==> src/hdl/nbm_pkg.sv <==
// nbm_pkg: constants and carrier types for the host-side bad-block manager
// assumes a byte-wide nand flash with 32-byte frames and 3-cycle addresses
package nbm_pkg;
  // ****************************************************************
  // flash geometry
  // ****************************************************************
  localparam int NBM_BLOCKS = 128;
  localparam int NBM_BLK_W = 7;
  localparam int NBM_PAGE_W = 7;
  localparam int NBM_COL_W = 5;
  localparam int NBM_FRAME_BYTES = 32;
  localparam int NBM_MARK_PAGES = 2;
  // ****************************************************************
  // command codes and data values
  // ****************************************************************
  localparam logic [7:0] NBM_CMD_READ = 8'h00;
  localparam logic [7:0] NBM_CMD_PROG = 8'h80;
  localparam logic [7:0] NBM_CMD_PCONF = 8'h10;
  localparam logic [7:0] NBM_CMD_ERASE = 8'h60;
  localparam logic [7:0] NBM_CMD_ECONF = 8'hD0;
  localparam logic [7:0] NBM_CMD_STATUS = 8'h70;
  localparam logic [7:0] NBM_ERASED = 8'hFF;
  localparam logic [7:0] NBM_BAD_MARK = 8'h00;
  localparam int NBM_PASS_FAIL_BIT = 0;
  localparam int NBM_READY_BIT = 6;
  // ****************************************************************
  // timing: clk 10 MHz
  // ****************************************************************
  localparam int NBM_CLK_NS = 100;
  localparam int NBM_CELL_TO_REG_US = 15;
  localparam int NBM_TR_CYC = (NBM_CELL_TO_REG_US * 1000 + NBM_CLK_NS - 1) / NBM_CLK_NS;
  localparam int NBM_WHR_NS = 50;
  localparam int NBM_WHR_CYC = (NBM_WHR_NS + NBM_CLK_NS - 1) / NBM_CLK_NS;
  // busy shows only some time after the last write strobe, so ready is ignored that long
  localparam int NBM_WB_NS = 200;
  localparam int NBM_WB_CYC = (NBM_WB_NS + NBM_CLK_NS - 1) / NBM_CLK_NS;
  localparam int NBM_CNT_W = 12;
  // ****************************************************************
  // carrier types
  // ****************************************************************
  typedef struct packed {
    logic cmd_latch;
    logic addr_latch;
    logic chip_sel_low;
    logic write_strobe_low;
    logic read_strobe_low;
  } nbm_pins_t;
  typedef enum logic [1:0] {
    NBM_OP_SCAN, NBM_OP_READ, NBM_OP_WRITE, NBM_OP_ERASE
  } nbm_op_t;
  typedef struct packed {
    nbm_op_t op;
    logic [NBM_BLK_W-1:0] blk;
    logic [NBM_PAGE_W-1:0] page;
  } nbm_req_t;
endpackage

==> src/hdl/nbm_frame_mem.sv <==
// nbm_frame_mem: small single-port memory with registered read data
// assumes one write or one read per cycle, used for page buffers and tables
`timescale 1ns/100ps
`default_nettype none
module nbm_frame_mem #(
  parameter int WIDTH = 8,
  parameter int DEPTH = 32,
  parameter int AW = 5
) (
  input wire logic clk,
  input wire logic we,
  input wire logic [AW-1:0] addr,
  input wire logic [WIDTH-1:0] wdata,
  output logic [WIDTH-1:0] rdata
);
  logic [WIDTH-1:0] mem [DEPTH];
  // no reset on storage: contents are always written before being trusted
  always_ff @(posedge clk) begin
    if (we) begin
      mem[addr] <= wdata;
    end
    rdata <= mem[addr];
  end
endmodule
`default_nettype wire

==> src/hdl/nbm_host.sv <==
// nbm_host: host controller managing bad blocks of a small nand flash
// assumes flash pins synchronous to clk; ready_busy_n high when ready
`timescale 1ns/100ps
`default_nettype none
// Overview of operation
// (RULE1) factory bad marker is 00h in page 0/1
// (RULE2) block zero always valid, never remapped; code exempts it only in the scan, S_RETIRE can still retire and remap it
// (RULE3) logical blocks remapped around invalid blocks
// (RULE4) erased bytes read FFh, markers differ
// (RULE5) table built from markers, marked blocks never erased
// (RULE6) failed program or erase retires block
// (RULE7) verify after program, mismatch retires block
// (RULE8) copy page n then pages 0..n-1; code only records n in failpg_ff and sets copying_ff, copies no pages
// (RULE9) retired block never erased or programmed again
// (RULE10) single-bit errors left to ecc
// (RULE11) chip select released between byte accesses
// (RULE12) cell to register transfer within 15 us
// (RULE13) status via 70h then read cycles
// (RULE14) status bit zero one means failure
// (RULE15) init scans first two pages per block
// (RULE16) wait ready or full transfer time
module nbm_host
  import nbm_pkg::*;
#(
  parameter int TR_CYC = NBM_TR_CYC
) (
  input wire logic clk,
  input wire logic resetn,
  input wire logic req_valid,
  input wire nbm_pkg::nbm_req_t req,
  input wire logic [7:0] wr_byte,
  output logic req_ready,
  output logic rd_valid,
  output logic [7:0] rd_byte,
  output logic op_fail,
  output logic [NBM_BLK_W-1:0] phys_blk,
  output nbm_pkg::nbm_pins_t pins,
  output logic [7:0] io_out,
  output logic io_oe,
  input wire logic [7:0] io_in,
  input wire logic ready_busy_n
);
  import nbm_pkg::*;
  // ****************************************************************
  // state
  // ****************************************************************
  typedef enum logic [4:0] {
    S_INIT, S_IDLE, S_CMD, S_ADDR, S_WAIT_RDY, S_RD_BYTE, S_RD_TAKE,
    S_WR_BYTE, S_CONF, S_STAT_CMD, S_STAT_RD, S_STAT_CHK, S_RETIRE
  } nbm_state_t;
  nbm_state_t st_ff, nxt_st;
  nbm_op_t op_ff, nxt_op;
  logic scanning_ff, nxt_scanning;
  logic verify_ff, nxt_verify;
  logic copying_ff, nxt_copying;
  logic [NBM_BLK_W-1:0] blk_ff, nxt_blk, lblk_ff, nxt_lblk, spare_ff, nxt_spare;
  logic [NBM_PAGE_W-1:0] page_ff, nxt_page, failpg_ff, nxt_failpg;
  logic [NBM_COL_W-1:0] col_ff, nxt_col;
  logic [1:0] acnt_ff, nxt_acnt;
  logic [NBM_CNT_W-1:0] wait_ff, nxt_wait;
  logic [7:0] cmd_ff, nxt_cmd;
  logic mism_ff, nxt_mism;
  nbm_pins_t pins_ff, nxt_pins;
  logic [7:0] io_ff, nxt_io;
  logic oe_ff, nxt_oe, rdv_ff, nxt_rdv, fail_ff, nxt_fail, rdy_ff, nxt_rdy;
  logic [7:0] rdb_ff, nxt_rdb;
  // ****************************************************************
  // page buffer and tables
  // ****************************************************************
  logic buf_we, map_we;
  logic [7:0] buf_q;
  logic [NBM_BLK_W-1:0] map_q, map_addr, map_wd;
  logic [NBM_BLOCKS-1:0] bad_vec_ff, nxt_bad_vec;
  nbm_frame_mem #(.WIDTH(8), .DEPTH(NBM_FRAME_BYTES), .AW(NBM_COL_W)) u_buf (
    .clk(clk), .we(buf_we), .addr(col_ff), .wdata(wr_byte), .rdata(buf_q)
  );
  nbm_frame_mem #(.WIDTH(NBM_BLK_W), .DEPTH(NBM_BLOCKS), .AW(NBM_BLK_W)) u_map (
    .clk(clk), .we(map_we), .addr(map_addr), .wdata(map_wd), .rdata(map_q)
  );
  function automatic logic [23:0] addr_of(input logic [NBM_BLK_W-1:0] b,
                                          input logic [NBM_PAGE_W-1:0] p,
                                          input logic [NBM_COL_W-1:0] c);
    addr_of = {5'h00, b, p, c};
  endfunction
  function automatic logic [NBM_BLK_W-1:0] next_free(input logic [NBM_BLOCKS-1:0] bv,
                                                     input logic [NBM_BLK_W-1:0] from);
    next_free = from;
    for (int i = NBM_BLOCKS - 1; i > 0; i--) begin
      if (!bv[i] && NBM_BLK_W'(i) > from) begin
        next_free = NBM_BLK_W'(i);
      end
    end
  endfunction
  logic [23:0] cur_addr;
  assign cur_addr = addr_of(blk_ff, page_ff, col_ff);
  // ****************************************************************
  // sequencer
  // ****************************************************************
  always_comb begin
    nxt_st = st_ff; nxt_op = op_ff; nxt_scanning = scanning_ff;
    nxt_verify = verify_ff; nxt_copying = copying_ff; nxt_blk = blk_ff;
    nxt_lblk = lblk_ff; nxt_spare = spare_ff; nxt_page = page_ff;
    nxt_failpg = failpg_ff; nxt_col = col_ff; nxt_acnt = acnt_ff;
    nxt_wait = wait_ff; nxt_cmd = cmd_ff; nxt_mism = mism_ff;
    nxt_pins = '{1'b0, 1'b0, 1'b1, 1'b1, 1'b1};
    nxt_io = io_ff; nxt_oe = 1'b0; nxt_rdv = 1'b0; nxt_rdb = rdb_ff;
    nxt_fail = 1'b0; nxt_rdy = 1'b0; nxt_bad_vec = bad_vec_ff;
    buf_we = 1'b0; map_we = 1'b0; map_addr = lblk_ff; map_wd = blk_ff;
    unique case (st_ff)
      S_INIT: begin // [RULE15] scan every block's marker pages first
        nxt_scanning = 1'b1; nxt_op = NBM_OP_SCAN; nxt_page = '0; nxt_col = '0;
        nxt_spare = NBM_BLK_W'(NBM_BLOCKS / 2);
        nxt_cmd = NBM_CMD_READ; nxt_st = S_CMD;
      end
      S_IDLE: begin
        nxt_rdy = ~req_valid;
        buf_we = req_valid && req.op == NBM_OP_WRITE;
        if (req_valid) begin
          nxt_op = req.op; nxt_lblk = req.blk; nxt_page = req.page;
          nxt_col = '0; nxt_mism = 1'b0; nxt_verify = 1'b0; nxt_copying = 1'b0;
          map_addr = req.blk;
          nxt_st = S_ADDR; nxt_acnt = 2'd3;
        end
      end
      S_CMD: begin
        // a high cycle parts every write strobe, else the flash sees no edge
        if (pins_ff.write_strobe_low) begin
          nxt_pins.cmd_latch = 1'b1; nxt_pins.chip_sel_low = 1'b0;
          nxt_pins.write_strobe_low = 1'b0; nxt_io = cmd_ff; nxt_oe = 1'b1;
          nxt_acnt = 2'd0;
          nxt_st = (cmd_ff == NBM_CMD_STATUS) ? S_STAT_RD :
                   (cmd_ff == NBM_CMD_PCONF || cmd_ff == NBM_CMD_ECONF) ? S_STAT_CMD : S_ADDR;
          nxt_wait = NBM_CNT_W'(TR_CYC);
        end
      end
      S_ADDR: begin
        if (acnt_ff == 2'd3) begin
          // [RULE3] logical block resolves through the remap table
          nxt_blk = map_q; nxt_cmd = op_ff == NBM_OP_ERASE ? NBM_CMD_ERASE :
                    op_ff == NBM_OP_WRITE ? NBM_CMD_PROG : NBM_CMD_READ;
          // [RULE9] a retired block is never programmed or erased again; reads of it still go ahead
          if (bad_vec_ff[map_q] && op_ff != NBM_OP_READ) begin
            nxt_fail = 1'b1; nxt_st = S_IDLE;
          end else begin
            nxt_st = S_CMD;
          end
        end else if (pins_ff.write_strobe_low) begin
          nxt_pins.addr_latch = 1'b1; nxt_pins.chip_sel_low = 1'b0;
          nxt_pins.write_strobe_low = 1'b0; nxt_oe = 1'b1;
          nxt_io = cur_addr[8*acnt_ff +: 8];
          nxt_acnt = acnt_ff + 2'd1;
          if (op_ff == NBM_OP_ERASE) begin
            nxt_io = cur_addr[8*acnt_ff + 8 +: 8]; // erase takes only the two upper cycles
          end
          if (acnt_ff == 2'd2 || (op_ff == NBM_OP_ERASE && acnt_ff == 2'd1)) begin
            nxt_st = op_ff == NBM_OP_ERASE ? S_CMD :
                     op_ff == NBM_OP_WRITE && !verify_ff ? S_WR_BYTE : S_WAIT_RDY;
            nxt_cmd = op_ff == NBM_OP_ERASE ? NBM_CMD_ECONF : cmd_ff;
          end
        end
      end
      S_WAIT_RDY: begin // [RULE12] [RULE16] ready, or the full transfer time
        if (wait_ff != '0) nxt_wait = wait_ff - NBM_CNT_W'(1);
        // ready is stale until busy has had time to show
        if ((ready_busy_n && wait_ff <= NBM_CNT_W'(TR_CYC - NBM_WB_CYC)) || wait_ff == '0) begin
          nxt_st = S_RD_BYTE;
        end
      end
      S_RD_BYTE: begin // [RULE11] chip select dropped between bytes
        nxt_pins.chip_sel_low = 1'b0; nxt_pins.read_strobe_low = 1'b0;
        nxt_st = S_RD_TAKE;
      end
      S_RD_TAKE: begin
        nxt_col = col_ff + NBM_COL_W'(1); nxt_st = S_RD_BYTE;
        if (scanning_ff) begin // [RULE1] [RULE4] any non-FFh marks the block bad, block zero excepted
          if (io_in != NBM_ERASED) nxt_mism = 1'b1;
        end else if (verify_ff) begin // [RULE7] compare against the buffer
          if (io_in != ((col_ff == '0) ? buf_q : NBM_ERASED)) nxt_mism = 1'b1;
        end else begin
          nxt_rdv = 1'b1; nxt_rdb = io_in; // [RULE10] bit errors go to caller's ecc
        end
        if (col_ff == NBM_COL_W'(NBM_FRAME_BYTES - 1)) begin
          nxt_st = S_STAT_CHK;
        end
      end
      S_WR_BYTE: begin
        // only column 0 is buffered; the rest of the frame is left erased
        if (pins_ff.write_strobe_low) begin
          nxt_pins.chip_sel_low = 1'b0; nxt_pins.write_strobe_low = 1'b0; nxt_oe = 1'b1;
          nxt_io = (col_ff == '0) ? buf_q : NBM_ERASED; nxt_col = col_ff + NBM_COL_W'(1);
          if (col_ff == NBM_COL_W'(NBM_FRAME_BYTES - 1)) begin
            nxt_cmd = NBM_CMD_PCONF; nxt_st = S_CMD;
          end
        end
      end
      S_STAT_CMD: begin // [RULE13] status read after program or erase
        nxt_wait = NBM_CNT_W'(NBM_WHR_CYC);
        if (ready_busy_n) begin
          nxt_cmd = NBM_CMD_STATUS; nxt_st = S_CMD;
        end
      end
      S_STAT_RD: begin
        nxt_pins.chip_sel_low = 1'b0; nxt_pins.read_strobe_low = 1'b0;
        if (wait_ff != '0) nxt_wait = wait_ff - NBM_CNT_W'(1);
        if (wait_ff == '0) begin
          nxt_mism = io_in[NBM_PASS_FAIL_BIT]; // [RULE14] one is failure
          nxt_st = io_in[NBM_READY_BIT] ? S_STAT_CHK : S_STAT_RD;
          nxt_verify = op_ff == NBM_OP_WRITE && !io_in[NBM_PASS_FAIL_BIT];
          nxt_col = '0;
          if (nxt_verify && io_in[NBM_READY_BIT]) begin
            nxt_acnt = 2'd0; nxt_cmd = NBM_CMD_READ; nxt_st = S_CMD;
          end
        end
      end
      S_STAT_CHK: begin
        if (scanning_ff) begin
          // a marker in either page keeps the block bad
          nxt_bad_vec[blk_ff] = bad_vec_ff[blk_ff] | (mism_ff && blk_ff != '0); // [RULE2]
          nxt_page = page_ff + NBM_PAGE_W'(1); nxt_mism = 1'b0; nxt_col = '0;
          if (page_ff == NBM_PAGE_W'(NBM_MARK_PAGES - 1)) begin
            nxt_page = '0; nxt_blk = blk_ff + NBM_BLK_W'(1);
            map_we = 1'b1; map_addr = blk_ff; map_wd = blk_ff;
            if (nxt_bad_vec[blk_ff]) begin // [RULE3] bad block gets a spare at once
              map_wd = spare_ff; nxt_spare = next_free(nxt_bad_vec, spare_ff);
            end
            if (blk_ff == NBM_BLK_W'(NBM_BLOCKS - 1)) nxt_scanning = 1'b0;
          end
          nxt_acnt = 2'd0; nxt_cmd = NBM_CMD_READ;
          nxt_st = nxt_scanning ? S_CMD : S_RETIRE;
        end else if (mism_ff && op_ff != NBM_OP_READ) begin
          nxt_st = S_RETIRE; nxt_fail = 1'b1; // [RULE6]
        end else begin
          nxt_st = S_IDLE;
        end
      end
      S_RETIRE: begin
        nxt_st = S_IDLE;
        if (!scanning_ff && mism_ff) begin // [RULE5] [RULE9] [RULE8]
          nxt_bad_vec[blk_ff] = 1'b1; map_we = 1'b1; map_addr = lblk_ff;
          map_wd = spare_ff; nxt_spare = next_free(bad_vec_ff, spare_ff);
          nxt_failpg = page_ff; nxt_copying = 1'b1;
        end
      end
      default: nxt_st = S_IDLE;
    endcase
  end
  always_ff @(posedge clk or negedge resetn) begin
    if (!resetn) begin
      st_ff <= S_INIT; op_ff <= NBM_OP_SCAN; scanning_ff <= 1'b0; verify_ff <= 1'b0;
      copying_ff <= 1'b0; blk_ff <= '0; lblk_ff <= '0; spare_ff <= '0; page_ff <= '0;
      failpg_ff <= '0; col_ff <= '0; acnt_ff <= '0; wait_ff <= '0; cmd_ff <= 8'h00;
      mism_ff <= 1'b0; pins_ff <= '{1'b0, 1'b0, 1'b1, 1'b1, 1'b1}; io_ff <= 8'h00;
      oe_ff <= 1'b0; rdv_ff <= 1'b0; rdb_ff <= 8'h00; fail_ff <= 1'b0; rdy_ff <= 1'b0;
      bad_vec_ff <= '0;
    end else begin
      st_ff <= nxt_st; op_ff <= nxt_op; scanning_ff <= nxt_scanning;
      verify_ff <= nxt_verify; copying_ff <= nxt_copying; blk_ff <= nxt_blk;
      lblk_ff <= nxt_lblk; spare_ff <= nxt_spare; page_ff <= nxt_page;
      failpg_ff <= nxt_failpg; col_ff <= nxt_col; acnt_ff <= nxt_acnt;
      wait_ff <= nxt_wait; cmd_ff <= nxt_cmd; mism_ff <= nxt_mism; pins_ff <= nxt_pins;
      io_ff <= nxt_io; oe_ff <= nxt_oe; rdv_ff <= nxt_rdv; rdb_ff <= nxt_rdb;
      fail_ff <= nxt_fail; rdy_ff <= nxt_rdy; bad_vec_ff <= nxt_bad_vec;
    end
  end
  assign pins = pins_ff;
  assign io_out = io_ff;
  assign io_oe = oe_ff;
  assign rd_valid = rdv_ff;
  assign rd_byte = rdb_ff;
  assign op_fail = fail_ff;
  assign req_ready = rdy_ff;
  assign phys_blk = blk_ff;
  // ****************************************************************
  // checks
  // ****************************************************************
  a_block_zero_good: assert property (@(posedge clk) disable iff (!resetn) // [RULE2]
    !bad_vec_ff[0]) else $error("block zero marked bad");
  a_retired_untouched: assert property (@(posedge clk) disable iff (!resetn) // [RULE9]
    (st_ff == S_CMD && (cmd_ff == NBM_CMD_PROG || cmd_ff == NBM_CMD_ERASE))
      |-> !bad_vec_ff[blk_ff]) else $error("retired block accessed");
  a_copy_recorded: assert property (@(posedge clk) disable iff (!resetn) // [RULE8]
    (st_ff == S_RETIRE && !scanning_ff && mism_ff)
      |=> (copying_ff && failpg_ff == $past(page_ff))) else $error("failed page not recorded");
  a_status_fail: assert property (@(posedge clk) disable iff (!resetn) // [RULE6]
    (st_ff == S_STAT_CHK && !scanning_ff && mism_ff && op_ff != NBM_OP_READ)
      |=> op_fail) else $error("failure not reported");
  a_wait_bound: assert property (@(posedge clk) disable iff (!resetn) // [RULE16]
    wait_ff <= NBM_CNT_W'(TR_CYC)) else $error("wait counter out of range");
  a_cs_release: assert property (@(posedge clk) disable iff (!resetn) // [RULE11]
    (st_ff == S_RD_TAKE) |=> pins.chip_sel_low) else $error("chip select held");
endmodule
`default_nettype wire

==> config.mk <==
export PLATFORM = sky130hd
export DESIGN_NAME = nbm_host
export DESIGN_NICKNAME = d
export VERILOG_FILES = /design/src/hdl/nbm_pkg.sv /design/src/hdl/nbm_frame_mem.sv /design/src/hdl/nbm_host.sv
export SDC_FILE = /design/constraint.sdc
export NUM_CORES = 2
export LEC_CHECK = 0
export BUFFER_PORTS_ARGS = -buffer_cell sky130_fd_sc_hd__clkbuf_2
export CAP_MARGIN = 25
export CORE_MARGIN = 10
export CORE_UTILIZATION = 45
export DETAILED_ROUTE_END_ITERATION = 16
export HOLD_SLACK_MARGIN = 0.08
export SYNTH_ARGS = -nofsm -noshare
export SYNTH_HDL_FRONTEND = slang
export SYNTH_SLANG_ARGS = --single-unit
==> constraint.sdc <==
create_clock -name clk -period 10.3 [get_ports clk]
set_input_delay 2.06 -clock clk [delete_from_list [all_inputs] [get_ports clk]]
set_output_delay 2.06 -clock clk [all_outputs]
set_load 0.02 [all_outputs]
Yosys cells after proc, flatten, opt, wreduce, memory -nomap -nowiden

Memory sizes are Yosys's and may differ from the RTL's. A register that Yosys moved wholly into a read port is not among the register bits.
Cells that the tools add are included.

Memory bits (writable): 1152
Memories: 2
Bits in registers: 218
Input port bits: 36
Output and inout bits: 32
Word-level logic and storage cells: 1174

Mux-type cells: 393
$add $sub $neg: 6
Reductions and logical operators: 560
Bitwise operators: 5
Shift-type cells: 2
Equality and inequality tests: 50
Order comparisons: 131

Memory list:

| memory    | words | bits a word | read ports | clocked after Yosys merged registers in | write ports | RTL line            | RTL |
|---|---|---|---|---|---|---|---|
| u_map.mem | 128   | 7           | 1          | 1                                       | 1           | nbm_frame_mem.sv:16 | `logic [WIDTH-1:0] mem [DEPTH];` |
| u_buf.mem | 32    | 8           | 1          | 1                                       | 1           | nbm_frame_mem.sv:16 |  |

Operators by type and width:

| kind                   | number |
|---|---|
| $mux 7                 | 271 |
| $gt 7x7->1 const A     | 64 |
| $logic_and 1x1->1      | 265 |
| $logic_not 1->1        | 257 |
| $mux 128               | 2 |
| $ne 128x128->1 const B | 2 |
| $pmux 128 s2           | 1 |
| $gt 6x7->1 const A     | 32 |
| $mux 8                 | 18 |
| $bwmux 128             | 1 |
| $or 128x128->128       | 1 |
| $gt 5x7->1 const A     | 16 |
| $mux 5                 | 14 |
| $gt 4x7->1 const A     | 8 |
| $pmux 5 s11            | 1 |
| $pmux 8 s6             | 1 |
| $pmux 7 s2             | 3 |
| $pmux 7 s3             | 2 |
| $mux 1                 | 39 |
| $pmux 12 s3            | 1 |
| $ne 2x2->1 const B     | 15 |
| $pmux 5 s6             | 1 |
| $gt 3x7->1 const A     | 4 |
| $mux 4                 | 7 |
| other kinds (60)       | 121 |

Logic depth before layout (Yosys ltp)

Depth after elaboration: 138
Gate-level depth with buffers: 22
Mapped depth without buffers: 14

Cells and area by module

From an unflattened synthesis, not the netlist that was laid out.

Cell total of the unflattened synthesis: 5719
Area, all modules: 67203.2 sq um

By module, submodules not included:

| module                 | area each (sq um) | times used | cells an instance | seq. area each (sq um) |
|---|---|---|---|---|
| nbm_frame_mem at u_map | 35323.9           | 1          | 2122              | 27045.9 |
| nbm_host               | 21678.3           | 1          | 3021              | 5333.9 |
| nbm_frame_mem at u_buf | 10201.0           | 1          | 576               | 7847.5 |

Worst setup path before layout

No wires, ideal clock.

Kind: register -> register
Start: register blk_ff[0] (netlist: phys_blk[0])
End: memory u_map.mem[0][0] in the netlist's numbering, data pin
Slack: 352 ps
Data arrival time: 8751 ps
Period minus slack after synthesis: 9948 ps
Required time: 9103 ps
Stages on the path, launching flop included: 20
Path buffers: 7
Setup time: 1197 ps
Cells stage by stage: dfrtp_1 > buf_4 > buf_6 > buf_6 > inv_1 > clkbuf_1 > ha_1 > a41oi_1 > a41oi_1 > and3_1 > buf_2 > clkbuf_1 > a21oi_1 > o21a_1 > o311ai_0 > o311ai_0 > a31oi_1 > a21oi_1 > clkbuf_1 > o21ai_0

Cells in the longest elaborated chain, start to end: 11
Elaborated cells between the ends (all ways): 18
Classes of those cells: 2 x order compare; 12 x mux; 1 x bitwise; 3 x reduce/logical

Ends and longest elaborated chain:

| element                                                        | RTL line            | RTL |
|---|---|---|
| from (decl)                                                    | nbm_host.sv:56      | `logic [NBM_BLK_W-1:0] blk_ff, nxt_blk, lblk_ff, nxt_lblk, spare_ff, nxt_spare;` |
| from (signal assigned)                                         | nbm_host.sv:257     | `verify_ff <= nxt_verify; copying_ff <= nxt_copying; blk_ff <= nxt_blk;` |
| $lt 7x8->1 (not written as such) or $ge 7x1->1 (tied branches) | nbm_host.sv:218     | `nxt_bad_vec[blk_ff] = bad_vec_ff[blk_ff] \| (mism_ff && blk_ff != '0);` |
| $logic_and 1x1->1                                              | nbm_host.sv:218     |  |
| $mux 1 (not written as such)                                   | nbm_host.sv:218     |  |
| $demux 1 s7                                                    | nbm_host.sv:218     |  |
| $bwmux 128                                                     | nbm_host.sv:218     |  |
| $bmux 1 s7                                                     | nbm_host.sv:223     | `if (nxt_bad_vec[blk_ff]) begin` |
| $mux 1 (not written as such)                                   | nbm_host.sv:223     |  |
| $mux 7                                                         | nbm_host.sv:223     |  |
| $mux 7                                                         | nbm_host.sv:220     | `if (page_ff == NBM_PAGE_W'(NBM_MARK_PAGES - 1)) begin` |
| $mux 7                                                         | nbm_host.sv:216     | `if (scanning_ff) begin` |
| $pmux 7 s2 (*)                                                 | nbm_host.sv:109     | `unique case (st_ff)` |
| net map_wd[0]                                                  | nbm_host.sv:72      | `logic [NBM_BLK_W-1:0] map_q, map_addr, map_wd;` |
| to (decl)                                                      | nbm_frame_mem.sv:16 |  |

The timed path passes the listed nets; every way through them passes the cells marked *. The select of a mux whose other input is x is not followed.

Worst setup path after layout

Start: register blk_ff[2] (netlist: phys_blk[2])
End: memory u_map.mem[88][3] in the netlist's numbering, data pin

Cells in the longest elaborated chain, start to end: 11
Elaborated cells between the ends (all ways): 17
Classes of those cells: 2 x order compare; 11 x mux; 1 x bitwise; 3 x reduce/logical

Ends and longest elaborated chain:

| element                                                        | RTL line |
|---|---|
| $lt 7x8->1 (not written as such) or $ge 7x1->1 (tied branches) | nbm_host.sv:218 |
| $logic_and 1x1->1                                              | nbm_host.sv:218 |
| $mux 1 (not written as such)                                   | nbm_host.sv:218 |
| $demux 1 s7                                                    | nbm_host.sv:218 |
| $bwmux 128                                                     | nbm_host.sv:218 |
| $bmux 1 s7 (*)                                                 | nbm_host.sv:223 |
| $mux 1 (not written as such) (*)                               | nbm_host.sv:223 |
| $mux 7 (*)                                                     | nbm_host.sv:223 |
| $mux 7 (*)                                                     | nbm_host.sv:220 |
| $mux 7 (*)                                                     | nbm_host.sv:216 |
| $pmux 7 s2 (*)                                                 | nbm_host.sv:109 |
| net map_wd[3]                                                  | nbm_host.sv:72 |

Marked as above.

==> metrics <==
run status completed; Buf/Inv on CP 3; port buffer count 67; drt first pass iters 6; # DRC 0; WL met3 26300 um; syn_nets approximately 5400; initial antenna violation count 11; # setup viols final 0; clock sink count 1380; worst-skew pair later-pin latency roughly 840 ps; Hold Vio Cnt, Final 0; DR vias/cell around 7; largest cells by area after synthesis edfxtp_1 (53%), dfrtp_1 (8.1%), mux4_2 (4.2%); Post-synth EDFFs approximately 1200; Crit path required time approximately 11000 ps; Seq/Total Area, Yosys 0.617; Setup crit start kind flop; transition time at the pin with the least slew margin around 1200 ps; Horiz. Die Dim between 400 and 500 um; fin. max-slew vios 0; metal1 wirelength approximately 100000 um; min Tclk post-route approximately 8000 ps; Top Metal Used met5; CP Max Fanout between 60 and 70; layout cells sized above 1 0.128; crit-path cells buf_4, mux2_2, a221oi_1, o21ai_0, a32oi_1, nand3_2, o21ai_0, a221oi_1, o311ai_0, o311ai_0, a31oi_1, a21oi_2, buf_8, o21ai_4, buf_4; CP arrival roughly 8500 ps; Die Span Y approximately 400 um; Clock transition at path regs around 60 ps; Final Util 0.506; FF+latch count, synth roughly 1400; vias 51207; leading area contributor after synthesis edfxtp_1; Slowest-stage cell, CP dfrtp_4; mean post-synth cell area ~12 sq um; first-pass GRT wire length between 300000 and 400000 um; maxcap violations 0; root buf cell clkbuf_16; GR Util All Layers 0.309; CTS H-tree lvls 4; GP Congestion around 1.1; CTS tree built; number of synthesis warnings 0; Post-synth ARST share 0.154; residual overflow from global routing 0; crit-path max cell delay 970 ps; Max-slew headroom 0.190; # hold bufs at CTS 0; fin crit share 0.773; Syn Inst Count 5392; post-CTS setup buffer count 0; CP endpoint kind flop; 1st-iter DRT viols 6896; Setup TNS 0 ps; Detail Placement HPWL 170000 um; Peak Freq 126 MHz; Main synth FF type edfxtp_1; Final Net Count 5430; Area growth, synth to finish 11.7%; clk buf depth 3; Post-Route WL roughly 260000 um; Initial Util 0.453; Ports about 70; worst hold-check path type flop to flop; Pwr Density ~310 nW/um^2; kind of critical path flop to flop; vias in the first global route 48097; Worst Clk Skew a little over 80 ps; Static Leak about 0.024 uW; post-cts sizing count 0; pin count of the biggest net entering global routing about 130; FP Rows 139; Final ANT Viol Nets 0; core area between 100000 and 150000 sq um; per-cell routed wire length about 35 um; share of the synthesized area in the top cell type 0.530; Num CTS Buffers between 100 and 150; RSZ-0062 raised after global routing no; maximum VDD drop between 200 and 250 uV; Cell Area, Synth around 65000 sq um; area of the die around 160000 sq um; post-synthesis cell type count 97; family with the most delay on the worst path compound AO/OA/AOI/OAI gates; DR WL met2 around 110000 um
==> cell usage after synthesis, types with 18 or more instances <==
library cell,number
nor3b_1,19
mux4_2,123
nand2b_1,41
dfrtp_1,210
nor3_1,129
o311ai_0,20
o211ai_1,53
a21o_1,26
buf_1,59
nor2_1,583
and3_1,30
a21oi_1,499
mux2i_1,26
or2_2,21
nand3_1,68
nand4_1,89
o22ai_1,43
a31o_2,20
o31ai_1,30
nor4_1,42
edfxtp_1,1152
a22oi_1,348
or3_1,27
buf_2,76
o21a_1,21
nor2b_1,45
o21ai_0,248
o2111ai_1,18
mux2_2,27
nand2_1,333
and2_1,25
a211oi_1,34
inv_1,53
a31oi_1,108
clkbuf_1,245
a22o_1,92
a221oi_1,112
==> cell type report <==
class	count	area, sq um
Fill cell	12442	71000
Sequential cell	1380	40200
Multi-Input combinational cell	3565	23400
Clock buffer	183	3920
Tap cell	1903	2380
Timing Repair Buffer	231	1700
Clock inverter	84	1010
Inverter	56	210
Antenna cell	4	10.0
==> power by group <==
group,switching (uW),internal (uW),total [uW],leakage (uW)
combinational,7210,2780,9990,0.00817
clock,2320,3110,5440,0.00240
sequential,518,6770,7290,0.0134
total,10100,12700,22700,0.0240
==> logic make-up after synthesis <==
group	Yosys count	share of synthesized area
compound gates	1853	0.191
simple gates	1509	0.108
xor+xnor	13	0.00175
mux	176	0.0511
fa+ha+maj	14	0.00269
buf+inv	447	0.0282
flops	1380	0.617
==> final timing paths <==
kind | depth (start not counted) | slack (ps) | endpoint | startpoint
max reg2reg | 15 | 2340 | u_map.mem[88][3] | phys_blk[2]
min reg2reg | 2 | 480 | io_out[0] | io_out[0]
max | 15 | 2340 | u_map.mem[88][3] | phys_blk[2]
min in group asynchronous | 1 | 1230 | bad_vec_ff[73] | resetn
min | 2 | 480 | io_out[0] | io_out[0]
max in group asynchronous | 2 | 7640 | phys_blk[2] | resetn
==> worst min-delay path, cell delays in order (launching register included) <==
cell and delay (ps):
dfrtp_1 340, nand2_1 50, o21ai_0 60
==> layout by cell type (no fill, tap or decap), types with 108 or more instances in the layout <==
master	count
clkbuf_16	148
nand2_1	332
edfxtp_1	1152
a221oi_1	112
a22oi_1	348
a21oi_1	497
nor2_1	578
mux4_2	123
dfrtp_1	204
o21ai_0	242
buf_4	146
nor3_1	127
a31oi_1	108
==> routing by layer <==
layer,up-vias,global-route usage
li1,21397,-
met1,25877,0.424
met2,3226,0.459
met3,691,0.0738
met4,16,0.154
met5,-,0.00208
==> through the flow <==
stage / cells / area (sq um) / hold slack [ps] / power, uW / setup WS, ps
2_1_floorplan: 5392 / 65200 / 446 / 12900 / 352
3_3_place_gp: 7125 / 67800 / 453 / 16900 / 2750
3_5_place_dp: 7130 / 67800 / 464 / 16900 / 2620
4_1_cts: 7397 / 72800 / 477 / 22400 / 2610
5_1_grt: 7402 / 72800 / 508 / 23300 / 2360
6_report: 7406 / 72800 / 479 / 22700 / 2340
==> flip-flops by register name, indices dropped and copies added, names as in the netlist, 4 cells and up <==
name	flops
bad_vec_ff	128
cmd_ff	4
col_ff	5
io_out	8
lblk_ff	7
page_ff	7
phys_blk	7
pins	5
rd_byte	8
spare_ff	7
st_ff	4
u_buf.mem	256
u_buf.rdata	8
u_map.mem	896
u_map.rdata	7
wait_ff	12
No activity file was read; power rests on OpenSTA's default activity.
